[src/design/fifb_pkg.sv]
// Package with offsets, bit positions and reset values of the fault flag banks
package fifb_pkg;

   // ----------------------------------------
   // Register offsets
   // ----------------------------------------
   localparam logic [7:0] FIFB_OFF_BUCK_STAT = 8'h08; // Buck latched flags
   localparam logic [7:0] FIFB_OFF_BUCK_MASK = 8'h09; // Buck mask bits
   localparam logic [7:0] FIFB_OFF_BUCK_SENSE = 8'h0A; // Buck live state
   localparam logic [7:0] FIFB_OFF_MISC_STAT = 8'h0E; // Boost, supply, fuse flags
   localparam logic [7:0] FIFB_OFF_MISC_MASK = 8'h0F; // Boost, supply, fuse masks
   localparam logic [7:0] FIFB_OFF_MISC_SENSE = 8'h10; // Boost, supply, fuse live
   localparam logic [7:0] FIFB_OFF_LIN_STAT = 8'h11; // Linear latched flags
   localparam logic [7:0] FIFB_OFF_LIN_MASK = 8'h12; // Linear mask bits
   localparam logic [7:0] FIFB_OFF_LIN_SENSE = 8'h13; // Linear live state

   // ----------------------------------------
   // Bit positions
   // ----------------------------------------
   localparam int FIFB_FLG_BUCK1A = 0; // Flag and mask, buck 1A
   localparam int FIFB_FLG_BUCK1B = 1; // Flag and mask, buck 1B
   localparam int FIFB_FLG_BUCK2 = 3; // Flag and mask, buck 2
   localparam int FIFB_FLG_BUCK3 = 4; // Flag and mask, buck 3
   localparam int FIFB_SNS_BUCK1A = 0; // Sense, buck 1A
   localparam int FIFB_SNS_BUCK1B = 2; // Sense, buck 1B sits one bit higher
   localparam int FIFB_SNS_BUCK2 = 3; // Sense, buck 2
   localparam int FIFB_SNS_BUCK3 = 4; // Sense, buck 3
   localparam int FIFB_BIT_BOOST = 0; // Boost overcurrent
   localparam int FIFB_BIT_SUPPLY_OV = 2; // Front supply overvoltage
   localparam int FIFB_BIT_BLOW = 6; // Fuse auto-blow
   localparam int FIFB_BIT_FUSE_ERR = 7; // Fuse memory error

   // ----------------------------------------
   // Implemented bits and reset values
   // ----------------------------------------
   localparam logic [7:0] FIFB_BUCK_FLAG_BITS = 8'h1B; // Flags 0,1,3,4
   localparam logic [7:0] FIFB_BUCK_MASK_BITS = 8'h7F; // Mask bits 0 to 6
   localparam logic [7:0] FIFB_BUCK_MASK_RST = 8'h7F; // Bit 7 reads 0
   localparam logic [7:0] FIFB_MISC_FLAG_BITS = 8'hC5; // Flags 0,2,6,7
   localparam logic [7:0] FIFB_MISC_MASK_BITS = 8'hC5; // Masks 0,2,6,7
   localparam logic [7:0] FIFB_MISC_MASK_RST = 8'hC5; // Used masks reset to 1
   localparam logic [7:0] FIFB_LIN_FLAG_BITS = 8'h3F; // Flags 0 to 5
   localparam logic [7:0] FIFB_LIN_MASK_BITS = 8'h3F; // Masks 0 to 5
   localparam logic [7:0] FIFB_LIN_MASK_RST = 8'h3F; // Bits 7:6 read 0
   localparam logic [7:0] FIFB_ZERO = 8'h00; // Unmapped read value

   // ----------------------------------------
   // Start-up phase
   // ----------------------------------------
   typedef enum logic [0:0] {
      FIFB_BOOT = 1'b0, // First cycle after reset release, strap sampled
      FIFB_RUN = 1'b1 // Normal operation
   } fifb_phase_e;

endpackage

[src/design/fifb_bank_if.sv]
// Interface between the register front end and one flag bank
interface fifb_bank_if;
   logic [7:0] wdata; // Write data from the register port
   logic wr_stat; // Write strobe to the status register
   logic wr_mask; // Write strobe to the mask register
   logic [7:0] evt; // One-cycle fault events, already placed
   logic [7:0] flag; // Latched flags
   logic [7:0] mask; // Mask bits
   logic pend; // Any unmasked flag set

   modport ctrl (output wdata, output wr_stat, output wr_mask, output evt,
                 input flag, input mask, input pend);
   modport bank (input wdata, input wr_stat, input wr_mask, input evt,
                 output flag, output mask, output pend);
endinterface

[src/design/fifb_flag_bank.sv]
// One bank of latched flags with write-one-to-clear and a mask register
module fifb_flag_bank
   import fifb_pkg::*;
#(
   parameter logic [7:0] FLAG_BITS = 8'hFF, // Flags that exist
   parameter logic [7:0] MASK_BITS = 8'hFF, // Mask bits that are writable
   parameter logic [7:0] MASK_RST = 8'hFF // Mask reset value
) (
   input wire logic clk_sys, // System clock
   input wire logic reset, // Asynchronous reset, active high
   fifb_bank_if.bank bif // Bank signals
);

   logic [7:0] flag_q; // Latched flags
   logic [7:0] flag_d; // Next latched flags
   logic [7:0] mask_q; // Mask register
   logic [7:0] mask_d; // Next mask register
   logic [7:0] clr_w; // Bits cleared by a write of 1
   logic [7:0] set_w; // Bits set by an event this cycle

   // ----------------------------------------
   // Next-state decode
   // ----------------------------------------
   // Only ones in the write data clear; zeros leave the flag alone
   assign clr_w = bif.wr_stat ? bif.wdata : FIFB_ZERO;
   assign set_w = bif.evt & FLAG_BITS;
   // Set is OR-ed after the clear so a same-cycle event is never lost
   assign flag_d = ((flag_q & ~clr_w) | set_w) & FLAG_BITS;
   // Unused mask bits stay at their reset value of 0
   assign mask_d = bif.wr_mask ? (bif.wdata & MASK_BITS) : mask_q;
   assign bif.flag = flag_q;
   assign bif.mask = mask_q;
   // A flag reaches the interrupt only where its mask bit is 0
   assign bif.pend = |(flag_q & ~mask_q);

   // ----------------------------------------
   // Registers
   // ----------------------------------------
   // Flags clear to 0, masks come up masked
   always_ff @(posedge clk_sys or posedge reset) begin
      if (reset) begin
         flag_q <= FIFB_ZERO;
         mask_q <= MASK_RST;
      end else begin
         flag_q <= flag_d;
         mask_q <= mask_d;
      end
   end

   // ----------------------------------------
   // Checks
   // ----------------------------------------
   a_set_beats_clear: assert property (
      @(posedge clk_sys) disable iff (reset)
      (set_w != FIFB_ZERO) |=> ((flag_q & $past(set_w)) == $past(set_w)))
      else $error("Fault event lost in flag bank");

   a_zero_write_keeps: assert property (
      @(posedge clk_sys) disable iff (reset)
      bif.wr_stat |=> ((flag_q & $past(flag_q) & ~$past(bif.wdata))
                       == ($past(flag_q) & ~$past(bif.wdata))))
      else $error("Flag cleared without a write of 1");

   a_one_write_clears: assert property (
      @(posedge clk_sys) disable iff (reset)
      (bif.wr_stat && set_w == FIFB_ZERO) |=> ((flag_q & $past(bif.wdata)) == FIFB_ZERO))
      else $error("Write of 1 did not clear flag");

   a_flag_holds: assert property (
      @(posedge clk_sys) disable iff (reset)
      (!bif.wr_stat && flag_q != FIFB_ZERO) |=> ((flag_q & $past(flag_q)) == $past(flag_q)))
      else $error("Latched flag dropped by itself");

   a_unused_zero: assert property (
      @(posedge clk_sys) disable iff (reset)
      ((flag_q & ~FLAG_BITS) == FIFB_ZERO) && ((mask_q & ~MASK_BITS) == FIFB_ZERO))
      else $error("Unused bit reads nonzero");

endmodule

[src/design/fifb_fault_irq.sv]
// Top of the fault interrupt flag banks: register port, edge detect, irq out
module fifb_fault_irq
   import fifb_pkg::*;
(
   input wire logic clk_sys, // System clock, 100 MHz
   input wire logic reset, // Asynchronous reset, active high
   input wire logic [7:0] reg_addr, // Register address
   input wire logic reg_wr_en, // Write strobe, one cycle
   input wire logic reg_rd_en, // Read strobe, one cycle
   input wire logic [7:0] reg_wdata, // Write data
   output logic [7:0] reg_rdata, // Read data, valid the cycle after a read
   input wire logic [3:0] buck_oc_live, // Buck 3,2,1B,1A overcurrent
   input wire logic boost_oc_live, // Boost overcurrent
   input wire logic supply_ov_live, // Front supply overvoltage
   input wire logic front_supply_grounded, // Strap: powered by main input path
   input wire logic auto_blow_running, // Fuse auto-blow sequence running
   input wire logic fuse_error_live, // Fuse memory error detected
   input wire logic [5:0] linear_oc_live, // ldo4,ldo3,rail33,card,ldo2,ldo1
   output logic irq_out_n // Shared interrupt, active low
);

   // ----------------------------------------
   // Helpers
   // ----------------------------------------
   // Place one bit at a position in an otherwise empty byte
   function automatic logic [7:0] put_bit(input logic b, input int pos);
      put_bit = 8'(b) << pos;
   endfunction

   // Low-to-high transition of a live condition
   function automatic logic rise(input logic cur, input logic prev);
      rise = cur & ~prev;
   endfunction

   // ----------------------------------------
   // Declarations
   // ----------------------------------------
   fifb_bank_if bif_buck (); // Buck bank
   fifb_bank_if bif_misc (); // Boost, supply, fuse bank
   fifb_bank_if bif_lin (); // Linear bank

   logic [3:0] buck_prev_q; // Previous buck state
   logic boost_prev_q; // Previous boost state
   logic supply_prev_q; // Previous overvoltage state
   logic blow_prev_q; // Previous auto-blow running
   logic fuse_prev_q; // Previous fuse error
   logic [5:0] lin_prev_q; // Previous linear state
   fifb_phase_e phase_q; // Start-up phase
   fifb_phase_e phase_d; // Next phase
   logic [7:0] rdata_q; // Read data register
   logic [7:0] rdata_d; // Next read data
   logic irq_n_q; // Interrupt output register
   logic [7:0] buck_sense_w; // Buck sense byte
   logic [7:0] misc_sense_w; // Misc sense byte
   logic [7:0] lin_sense_w; // Linear sense byte
   logic [7:0] buck_evt_w; // Buck events
   logic [7:0] misc_evt_w; // Misc events
   logic [7:0] lin_evt_w; // Linear events
   logic strap_set_w; // Start-up set of the overvoltage flag
   logic [7:0] rd_mux_w; // Selected read data
   logic any_pend_w; // Any bank pending

   // ----------------------------------------
   // Sense bytes, straight from the live inputs
   // ----------------------------------------
   // No storage here, so a write can never disturb them
   assign buck_sense_w = put_bit(buck_oc_live[0], FIFB_SNS_BUCK1A)
                       | put_bit(buck_oc_live[1], FIFB_SNS_BUCK1B)
                       | put_bit(buck_oc_live[2], FIFB_SNS_BUCK2)
                       | put_bit(buck_oc_live[3], FIFB_SNS_BUCK3);
   assign misc_sense_w = put_bit(boost_oc_live, FIFB_BIT_BOOST)
                       | put_bit(supply_ov_live, FIFB_BIT_SUPPLY_OV)
                       | put_bit(auto_blow_running, FIFB_BIT_BLOW)
                       | put_bit(fuse_error_live, FIFB_BIT_FUSE_ERR);
   assign lin_sense_w = {2'h0, linear_oc_live};

   // ----------------------------------------
   // Events
   // ----------------------------------------
   // Overcurrent and errors trigger on the rising edge of the condition
   assign buck_evt_w = put_bit(rise(buck_oc_live[0], buck_prev_q[0]), FIFB_FLG_BUCK1A)
                     | put_bit(rise(buck_oc_live[1], buck_prev_q[1]), FIFB_FLG_BUCK1B)
                     | put_bit(rise(buck_oc_live[2], buck_prev_q[2]), FIFB_FLG_BUCK2)
                     | put_bit(rise(buck_oc_live[3], buck_prev_q[3]), FIFB_FLG_BUCK3);
   // Strap is taken once, in the first clocked cycle after reset release
   assign strap_set_w = (phase_q == FIFB_BOOT) & front_supply_grounded;
   // Auto-blow done is the falling edge of the running indication
   assign misc_evt_w = put_bit(rise(boost_oc_live, boost_prev_q), FIFB_BIT_BOOST)
                     | put_bit(rise(supply_ov_live, supply_prev_q) | strap_set_w,
                               FIFB_BIT_SUPPLY_OV)
                     | put_bit(rise(blow_prev_q, auto_blow_running), FIFB_BIT_BLOW)
                     | put_bit(rise(fuse_error_live, fuse_prev_q), FIFB_BIT_FUSE_ERR);
   assign lin_evt_w = {2'h0, linear_oc_live & ~lin_prev_q};

   // ----------------------------------------
   // Register port decode
   // ----------------------------------------
   assign bif_buck.wdata = reg_wdata;
   assign bif_buck.wr_stat = reg_wr_en && (reg_addr == FIFB_OFF_BUCK_STAT);
   assign bif_buck.wr_mask = reg_wr_en && (reg_addr == FIFB_OFF_BUCK_MASK);
   assign bif_buck.evt = buck_evt_w;
   assign bif_misc.wdata = reg_wdata;
   assign bif_misc.wr_stat = reg_wr_en && (reg_addr == FIFB_OFF_MISC_STAT);
   assign bif_misc.wr_mask = reg_wr_en && (reg_addr == FIFB_OFF_MISC_MASK);
   assign bif_misc.evt = misc_evt_w;
   assign bif_lin.wdata = reg_wdata;
   assign bif_lin.wr_stat = reg_wr_en && (reg_addr == FIFB_OFF_LIN_STAT);
   assign bif_lin.wr_mask = reg_wr_en && (reg_addr == FIFB_OFF_LIN_MASK);
   assign bif_lin.evt = lin_evt_w;

   // Unmapped addresses read as 0
   assign rd_mux_w = (reg_addr == FIFB_OFF_BUCK_STAT) ? bif_buck.flag :
                     (reg_addr == FIFB_OFF_BUCK_MASK) ? bif_buck.mask :
                     (reg_addr == FIFB_OFF_BUCK_SENSE) ? buck_sense_w :
                     (reg_addr == FIFB_OFF_MISC_STAT) ? bif_misc.flag :
                     (reg_addr == FIFB_OFF_MISC_MASK) ? bif_misc.mask :
                     (reg_addr == FIFB_OFF_MISC_SENSE) ? misc_sense_w :
                     (reg_addr == FIFB_OFF_LIN_STAT) ? bif_lin.flag :
                     (reg_addr == FIFB_OFF_LIN_MASK) ? bif_lin.mask :
                     (reg_addr == FIFB_OFF_LIN_SENSE) ? lin_sense_w : FIFB_ZERO;
   // Read data holds its last value between reads
   assign rdata_d = reg_rd_en ? rd_mux_w : rdata_q;
   assign any_pend_w = bif_buck.pend | bif_misc.pend | bif_lin.pend;

   // ----------------------------------------
   // Banks
   // ----------------------------------------
   fifb_flag_bank #(
      .FLAG_BITS(FIFB_BUCK_FLAG_BITS),
      .MASK_BITS(FIFB_BUCK_MASK_BITS),
      .MASK_RST(FIFB_BUCK_MASK_RST)
   ) u_buck (
      .clk_sys(clk_sys),
      .reset(reset),
      .bif(bif_buck)
   );

   fifb_flag_bank #(
      .FLAG_BITS(FIFB_MISC_FLAG_BITS),
      .MASK_BITS(FIFB_MISC_MASK_BITS),
      .MASK_RST(FIFB_MISC_MASK_RST)
   ) u_misc (
      .clk_sys(clk_sys),
      .reset(reset),
      .bif(bif_misc)
   );

   fifb_flag_bank #(
      .FLAG_BITS(FIFB_LIN_FLAG_BITS),
      .MASK_BITS(FIFB_LIN_MASK_BITS),
      .MASK_RST(FIFB_LIN_MASK_RST)
   ) u_lin (
      .clk_sys(clk_sys),
      .reset(reset),
      .bif(bif_lin)
   );

   // ----------------------------------------
   // Start-up phase
   // ----------------------------------------
   // One boot cycle, then run forever until the next reset
   always_comb begin
      case (phase_q)
         FIFB_BOOT: phase_d = FIFB_RUN;
         FIFB_RUN: phase_d = FIFB_RUN;
         default: phase_d = FIFB_BOOT;
      endcase
   end

   // ----------------------------------------
   // Previous-state registers
   // ----------------------------------------
   // Cleared at reset so a condition already present counts as an event
   always_ff @(posedge clk_sys or posedge reset) begin
      if (reset) begin
         buck_prev_q <= 4'h0;
         boost_prev_q <= 1'h0;
         supply_prev_q <= 1'h0;
         blow_prev_q <= 1'h0;
         fuse_prev_q <= 1'h0;
         lin_prev_q <= 6'h00;
      end else begin
         buck_prev_q <= buck_oc_live;
         boost_prev_q <= boost_oc_live;
         supply_prev_q <= supply_ov_live;
         blow_prev_q <= auto_blow_running;
         fuse_prev_q <= fuse_error_live;
         lin_prev_q <= linear_oc_live;
      end
   end

   // ----------------------------------------
   // Output and phase registers
   // ----------------------------------------
   // Interrupt is registered, so it lags the flag by one cycle
   always_ff @(posedge clk_sys or posedge reset) begin
      if (reset) begin
         phase_q <= FIFB_BOOT;
         rdata_q <= FIFB_ZERO;
         irq_n_q <= 1'b1;
      end else begin
         phase_q <= phase_d;
         rdata_q <= rdata_d;
         irq_n_q <= ~any_pend_w;
      end
   end

   assign reg_rdata = rdata_q;
   assign irq_out_n = irq_n_q;

   // ----------------------------------------
   // Checks
   // ----------------------------------------
   a_irq_follows_pend: assert property (
      @(posedge clk_sys) disable iff (reset)
      ##1 (irq_out_n == !$past(any_pend_w)))
      else $error("Interrupt output does not follow pending flags");

   a_strap_sets_ov: assert property (
      @(posedge clk_sys) disable iff (reset)
      strap_set_w |=> bif_misc.flag[FIFB_BIT_SUPPLY_OV] && phase_q == FIFB_RUN)
      else $error("Grounded front supply did not set overvoltage flag");

   a_blow_done_sets: assert property (
      @(posedge clk_sys) disable iff (reset)
      (blow_prev_q && !auto_blow_running) |=> bif_misc.flag[FIFB_BIT_BLOW])
      else $error("Auto-blow completion not flagged");

   a_misc_sense_live: assert property (
      @(posedge clk_sys) disable iff (reset)
      (reg_rd_en && reg_addr == FIFB_OFF_MISC_SENSE) |=>
         (reg_rdata[FIFB_BIT_BLOW] == $past(auto_blow_running))
         && (reg_rdata[FIFB_BIT_SUPPLY_OV] == $past(supply_ov_live))
         && (reg_rdata[FIFB_BIT_FUSE_ERR] == $past(fuse_error_live)))
      else $error("Misc sense read does not show live state");

   a_buck_sense_map: assert property (
      @(posedge clk_sys) disable iff (reset)
      (reg_rd_en && reg_addr == FIFB_OFF_BUCK_SENSE) |=>
         (reg_rdata[FIFB_SNS_BUCK1B] == $past(buck_oc_live[1])) && !reg_rdata[1])
      else $error("Buck sense bits misplaced");

   // A clear written in the cycle after the set may legally drop the flag
   a_lin_event_flag: assert property (
      @(posedge clk_sys) disable iff (reset)
      (linear_oc_live[0] && !lin_prev_q[0]) |=>
         bif_lin.flag[0] ##1 (bif_lin.flag[0] || $past(bif_lin.wr_stat && bif_lin.wdata[0])))
      else $error("Linear regulator flag not latched");

   // Each event path lands in its flag one edge later, whatever the host writes
   a_buck_event_set: assert property (
      @(posedge clk_sys) disable iff (reset)
      (buck_oc_live[3] && !buck_prev_q[3]) |=> bif_buck.flag[FIFB_FLG_BUCK3])
      else $error("Buck overcurrent flag not latched");

   a_boost_event_set: assert property (
      @(posedge clk_sys) disable iff (reset)
      (boost_oc_live && !boost_prev_q) |=> bif_misc.flag[FIFB_BIT_BOOST])
      else $error("Boost overcurrent flag not latched");

   a_supply_event_set: assert property (
      @(posedge clk_sys) disable iff (reset)
      (supply_ov_live && !supply_prev_q) |=> bif_misc.flag[FIFB_BIT_SUPPLY_OV])
      else $error("Supply overvoltage flag not latched");

   a_fuse_event_set: assert property (
      @(posedge clk_sys) disable iff (reset)
      (fuse_error_live && !fuse_prev_q) |=> bif_misc.flag[FIFB_BIT_FUSE_ERR])
      else $error("Fuse error flag not latched");

   // Sense reads carry no storage of their own, so they must match the inputs
   a_lin_sense_live: assert property (
      @(posedge clk_sys) disable iff (reset)
      (reg_rd_en && reg_addr == FIFB_OFF_LIN_SENSE) |=>
         (reg_rdata == {2'h0, $past(linear_oc_live)}))
      else $error("Linear sense read does not show live state");

   a_boost_sense_live: assert property (
      @(posedge clk_sys) disable iff (reset)
      (reg_rd_en && reg_addr == FIFB_OFF_MISC_SENSE) |=>
         (reg_rdata[FIFB_BIT_BOOST] == $past(boost_oc_live))
         && ((reg_rdata & ~FIFB_MISC_FLAG_BITS) == FIFB_ZERO))
      else $error("Boost sense bit or unused misc sense bit wrong");

endmodule

[config.mk]
export PLATFORM = sky130hd
export DESIGN_NAME = fifb_fault_irq
export DESIGN_NICKNAME = d
export VERILOG_FILES = /design/src/design/fifb_pkg.sv /design/src/design/fifb_bank_if.sv /design/src/design/fifb_flag_bank.sv /design/src/design/fifb_fault_irq.sv
export SDC_FILE = /design/constraint.sdc
export NUM_CORES = 1
export LEC_CHECK = 0
export BUFFER_PORTS_ARGS = -buffer_cell sky130_fd_sc_hd__buf_2
export CELL_PAD_IN_SITES_DETAIL_PLACEMENT = 2
export CELL_PAD_IN_SITES_GLOBAL_PLACEMENT = 2
export CORE_UTILIZATION = 32
export DETAILED_ROUTE_END_ITERATION = 10
export PLACE_DENSITY_LB_ADDON = 0.1
export SKIP_CTS_REPAIR_TIMING = 1
export SLEW_MARGIN = 20
export SYNTH_ARGS = -nofsm -noshare
export SYNTH_HDL_FRONTEND = slang
export SYNTH_SLANG_ARGS = --single-unit
[constraint.sdc]
create_clock -name clk_sys -period 1.8 [get_ports clk_sys]
set_clock_uncertainty 0.1 [all_clocks]
set_input_delay 0.45 -clock clk_sys [delete_from_list [all_inputs] [get_ports clk_sys]]
set_output_delay 0.45 -clock clk_sys [all_outputs]
set_load 0.02 [all_outputs]
==> summary.json <==
{
  "cts_htree_levels": 2,
  "r2r.worst_path.cells": 3,
  "finish.cell_count_without_fillers": 439,
  "worst-endpoint-arrival_ns": 1.89,
  "synth_simple_gate_area_share_pct": 15.3,
  "grt_start_max_net_pins": 56,
  "min_period_over_period_pct": 99.9,
  "static_leakage_nw": 1.62,
  "port_buffers": 43,
  "post_synth_mux_area_share_pct": 9.88,
  "holdCritPathClass": "in2async",
  "synth_area_per_cell_sq_um": 10.6,
  "internal_portion_of_total_power_mw": 1.85,
  "die_area_sq_um": 8800,
  "critical-path-slowest-cell": "or3_4",
  "final_critical_delay_including_setup_and_external_delays_ns": 1.80,
  "remaining_drc_errors": 0,
  "power.density_nw_per_um2": 716,
  "yosys.area_share.xor_xnor_pct": 0,
  "floorplan.die.height_um": 93.8,
  "timing.critical_path.buf_inv": 2,
  "gp_routability_congestion": 0.797,
  "grt_pass1_vias": 2361,
  "io_pins": 44,
  "swShare_pct": 24.8,
  "synth-warning-count": 0,
  "netlist-cell-type-count": 47,
  "clock-sinks": 55,
  "clk_pin_slew_ns": 0.10,
  "drv_slew": 0,
  "hpwl_um": 6680,
  "postSynthRegisterBits": 55,
  "endpoint_kind": "flop",
  "net-switching-power_mw": 0.608,
  "summed_area_of_non_filler_cells_in_the_final_layout_sq_um": 3430,
  "grt-ovfl-total": 0,
  "cap_viol_max_count": 0,
  "critical_path.reg2reg.endpoint": "irq_out_n",
  "synth.cell_area_sq_um": 2700,
  "max_clock_freq_mhz": 556,
  "worstPathRequired_ns": 1.89,
  "pwr-share-comb_pct": 12.7,
  "finalHoldViolCount": 0,
  "dominant_combinational_cell_family_by_area_after_synthesis": "compound AO/OA/AOI/OAI gates",
  "layout.cells.most_common": "buf_2",
  "std_cell_rows": 33,
  "synthCells": 255,
  "synth-async-reset-ratio_pct": 100,
  "most_frequent_cells_in_the_layout": "43 x buf_2, 38 x buf_4, 37 x dfrtp_1",
  "clock_tree.buffer_depth": 2,
  "peakVddDrop_mv": 0.390,
  "final.fill_count": 910,
  "synth_compound_area_share_pct": 16.3,
  "worstSetupStartpointType": "primary input",
  "via_per_inst": 5.14,
  "detail_route.wirelength_um": 8570,
  "cts_inserted_buffers": 5,
  "syn_nets": 290,
  "crit_family": "simple AND/OR/NAND/NOR gates",
  "ant_nets": 0,
  "wl_per_cell_um": 19.5,
  "synth_adder_area_share_pct": 0,
  "finalSetupViolCount": 0,
  "finalNetCount": 368,
  "core_utilization_of_the_finished_layout_pct": 41.9,
  "cp_cell_sequence": "buf_2 -> or3_4 -> nor4_2 -> buf_4 -> nand2_1 -> a22o_1",
  "vias": 2258,
  "run_status": "completed",
  "drive_above_1_share_pct": 41.6,
  "detailedRoute.firstIterationViolations": 62,
  "grt_setup_unrepaired": "yes",
  "total_power_mw": 2.46,
  "growth_of_design_area_from_synthesis_to_finish_pct": 27.0,
  "die_width_um": 93.8,
  "crit_path_max_fanout": 10,
  "core_sq_um": 8180,
  "dr_pass1_iterations": 6,
  "worst_skew_pair.late_latency_ns": 0.31,
  "num_antenna_cells": 0,
  "grt_pass1_wl_um": 13600,
  "cts_tree": "built",
  "sequentialPowerShare_pct": 53.8,
  "rrSetupSlack_ns": 0.28,
  "reg_to_reg_critical_path_startpoint": "u_buck.bif.mask[1]",
  "dpl_cell_area_sq_um": 3310,
  "start_util_pct": 33.0,
  "critical_path.max_stage_delay_ns": 0.46,
  "crit_type": "in2reg",
  "buffer_type_at_the_clock_tree_root": "clkbuf_8",
  "ys_dominant_reg_cell": "dfrtp_1",
  "number_of_antenna_violations_at_the_first_check_in_global_routing": 0,
  "grt.total_usage_pct": 21.0,
  "dpl.cell_count": 431,
  "relative_contribution_of_the_clock_network_to_total_power_pct": 33.5,
  "portion_of_the_post_synthesis_area_used_by_sequential_elements_pct": 51.9,
  "synth-edff-count": 0
}
==> tightest hold or removal path, delay by kind of cell <==
kind | cells | cell delay [ns]
buffers and inverters | 3 | 0.45
==> cell usage after synthesis, types with 2 or more instances <==
master | instances | share of area (%)
nand2b_1 | 6 | 1.4
mux4_2 | 2 | 1.7
inv_1 | 33 | 4.6
a22oi_1 | 3 | 0.83
a31o_2 | 2 | 0.65
nor2_1 | 6 | 0.83
nor2b_1 | 8 | 1.9
o221ai_1 | 3 | 0.97
dfstp_2 | 18 | 18
nor3_1 | 6 | 1.1
nand3b_1 | 2 | 0.56
buf_2 | 3 | 0.56
mux2i_1 | 3 | 1.1
o211ai_1 | 2 | 0.56
a221o_1 | 2 | 0.74
o2bb2ai_1 | 2 | 0.65
nor4_1 | 2 | 0.46
dfrtp_1 | 37 | 34
clkbuf_1 | 6 | 0.83
o21ai_0 | 10 | 1.9
nor4_2 | 2 | 0.93
a22o_1 | 11 | 3.6
nand2_1 | 23 | 3.2
a2bb2oi_1 | 2 | 0.65
and3_1 | 5 | 1.2
a31oi_1 | 5 | 1.2
a221oi_1 | 2 | 0.65
o22ai_1 | 10 | 2.3
nand3_1 | 4 | 0.74
mux2_2 | 17 | 7.1
a21oi_1 | 2 | 0.37
==> power by group through the flow <==
stage,Sequential (mW),Combinational (mW),Clock [mW]
after floorplan,1.35,0.141,0
after global placement,1.34,0.310,0
after detailed placement,1.34,0.316,0
after CTS,1.32,0.317,0.857
after global routing,1.33,0.345,0.901
final,1.32,0.313,0.822
==> layer usage <==
| metal | track usage (%) | part of all wire [%] | up-vias |
|---|---|---|---|
| li1 | - | - | 1064 |
| met1 | 29.3 | 47 | 1144 |
| met2 | 34.5 | 49 | 45 |
| met3 | 2.51 | 3.2 | 5 |
| met4 | 4.74 | 0.76 | 0 |
| met5 | 0 | 0 | - |
==> logic make-up (layout without fill, tap and decap cells) <==
kind of cell / Yosys count / after routing
AO/OA/AOI/OAI: 60 / 60
buffers and inverters: 44 / 123
flip-flops: 55 / 55
multiplexers: 22 / 22
other: 1 / 1
AND/OR/NAND/NOR: 73 / 73
==> per-stage QoR <==
stage	hold WS, ns	setup TNS (ns)	setup WS [ns]
after floorplan	0.309	-2.57	-0.146
after global placement	0.317	-7.37	-0.277
after detailed placement	0.331	-9.07	-0.384
after CTS	0.112	-0.261	-0.0754
after global routing	0.123	-0.244	-0.0383
final	0.0967	0	0.00257
==> state kept, by name, indices dropped and copies added, names as in the netlist <==
name,flops
phase_q,1
fuse_prev_q,1
u_lin.bif.mask,6
buck_prev_q,4
u_misc.bif.flag,4
u_misc.bif.mask,4
u_buck.bif.flag,4
irq_out_n,1
reg_rdata,8
lin_prev_q,6
supply_prev_q,1
u_buck.bif.mask,7
boost_prev_q,1
blow_prev_q,1
u_lin.bif.flag,6
==> area by class of cell <==
cell class / instances / area, sq um / area share [%]
Multi-Input combinational cell: 156 / 1140 / 33.3
Clock inverter: 1 / 30.0 / 0.876
Tap cell: 105 / 131 / 3.83
Sequential cell: 55 / 1400 / 40.8
Inverter: 33 / 128 / 3.72
Timing Repair Buffer: 82 / 520 / 15.2
Clock buffer: 7 / 76.3 / 2.23
==> how the worst max path moves through the flow <==
stage	slack, ns	end	cells past startpoint	from
after floorplan	-0.15	reg_rdata[4]	5	reg_addr[5]
after global placement	-0.28	u_misc.bif.mask[0]	5	reg_addr[5]
after detailed placement	-0.38	u_misc.bif.mask[7]	5	reg_addr[5]
after CTS	-0.08	u_misc.bif.mask[7]	5	reg_addr[5]
after global routing	-0.04	u_lin.bif.flag[1]	6	reg_addr[5]
final	0.003	u_misc.bif.flag[7]	6	reg_addr[5]
(Power assumes the default switching activity.)
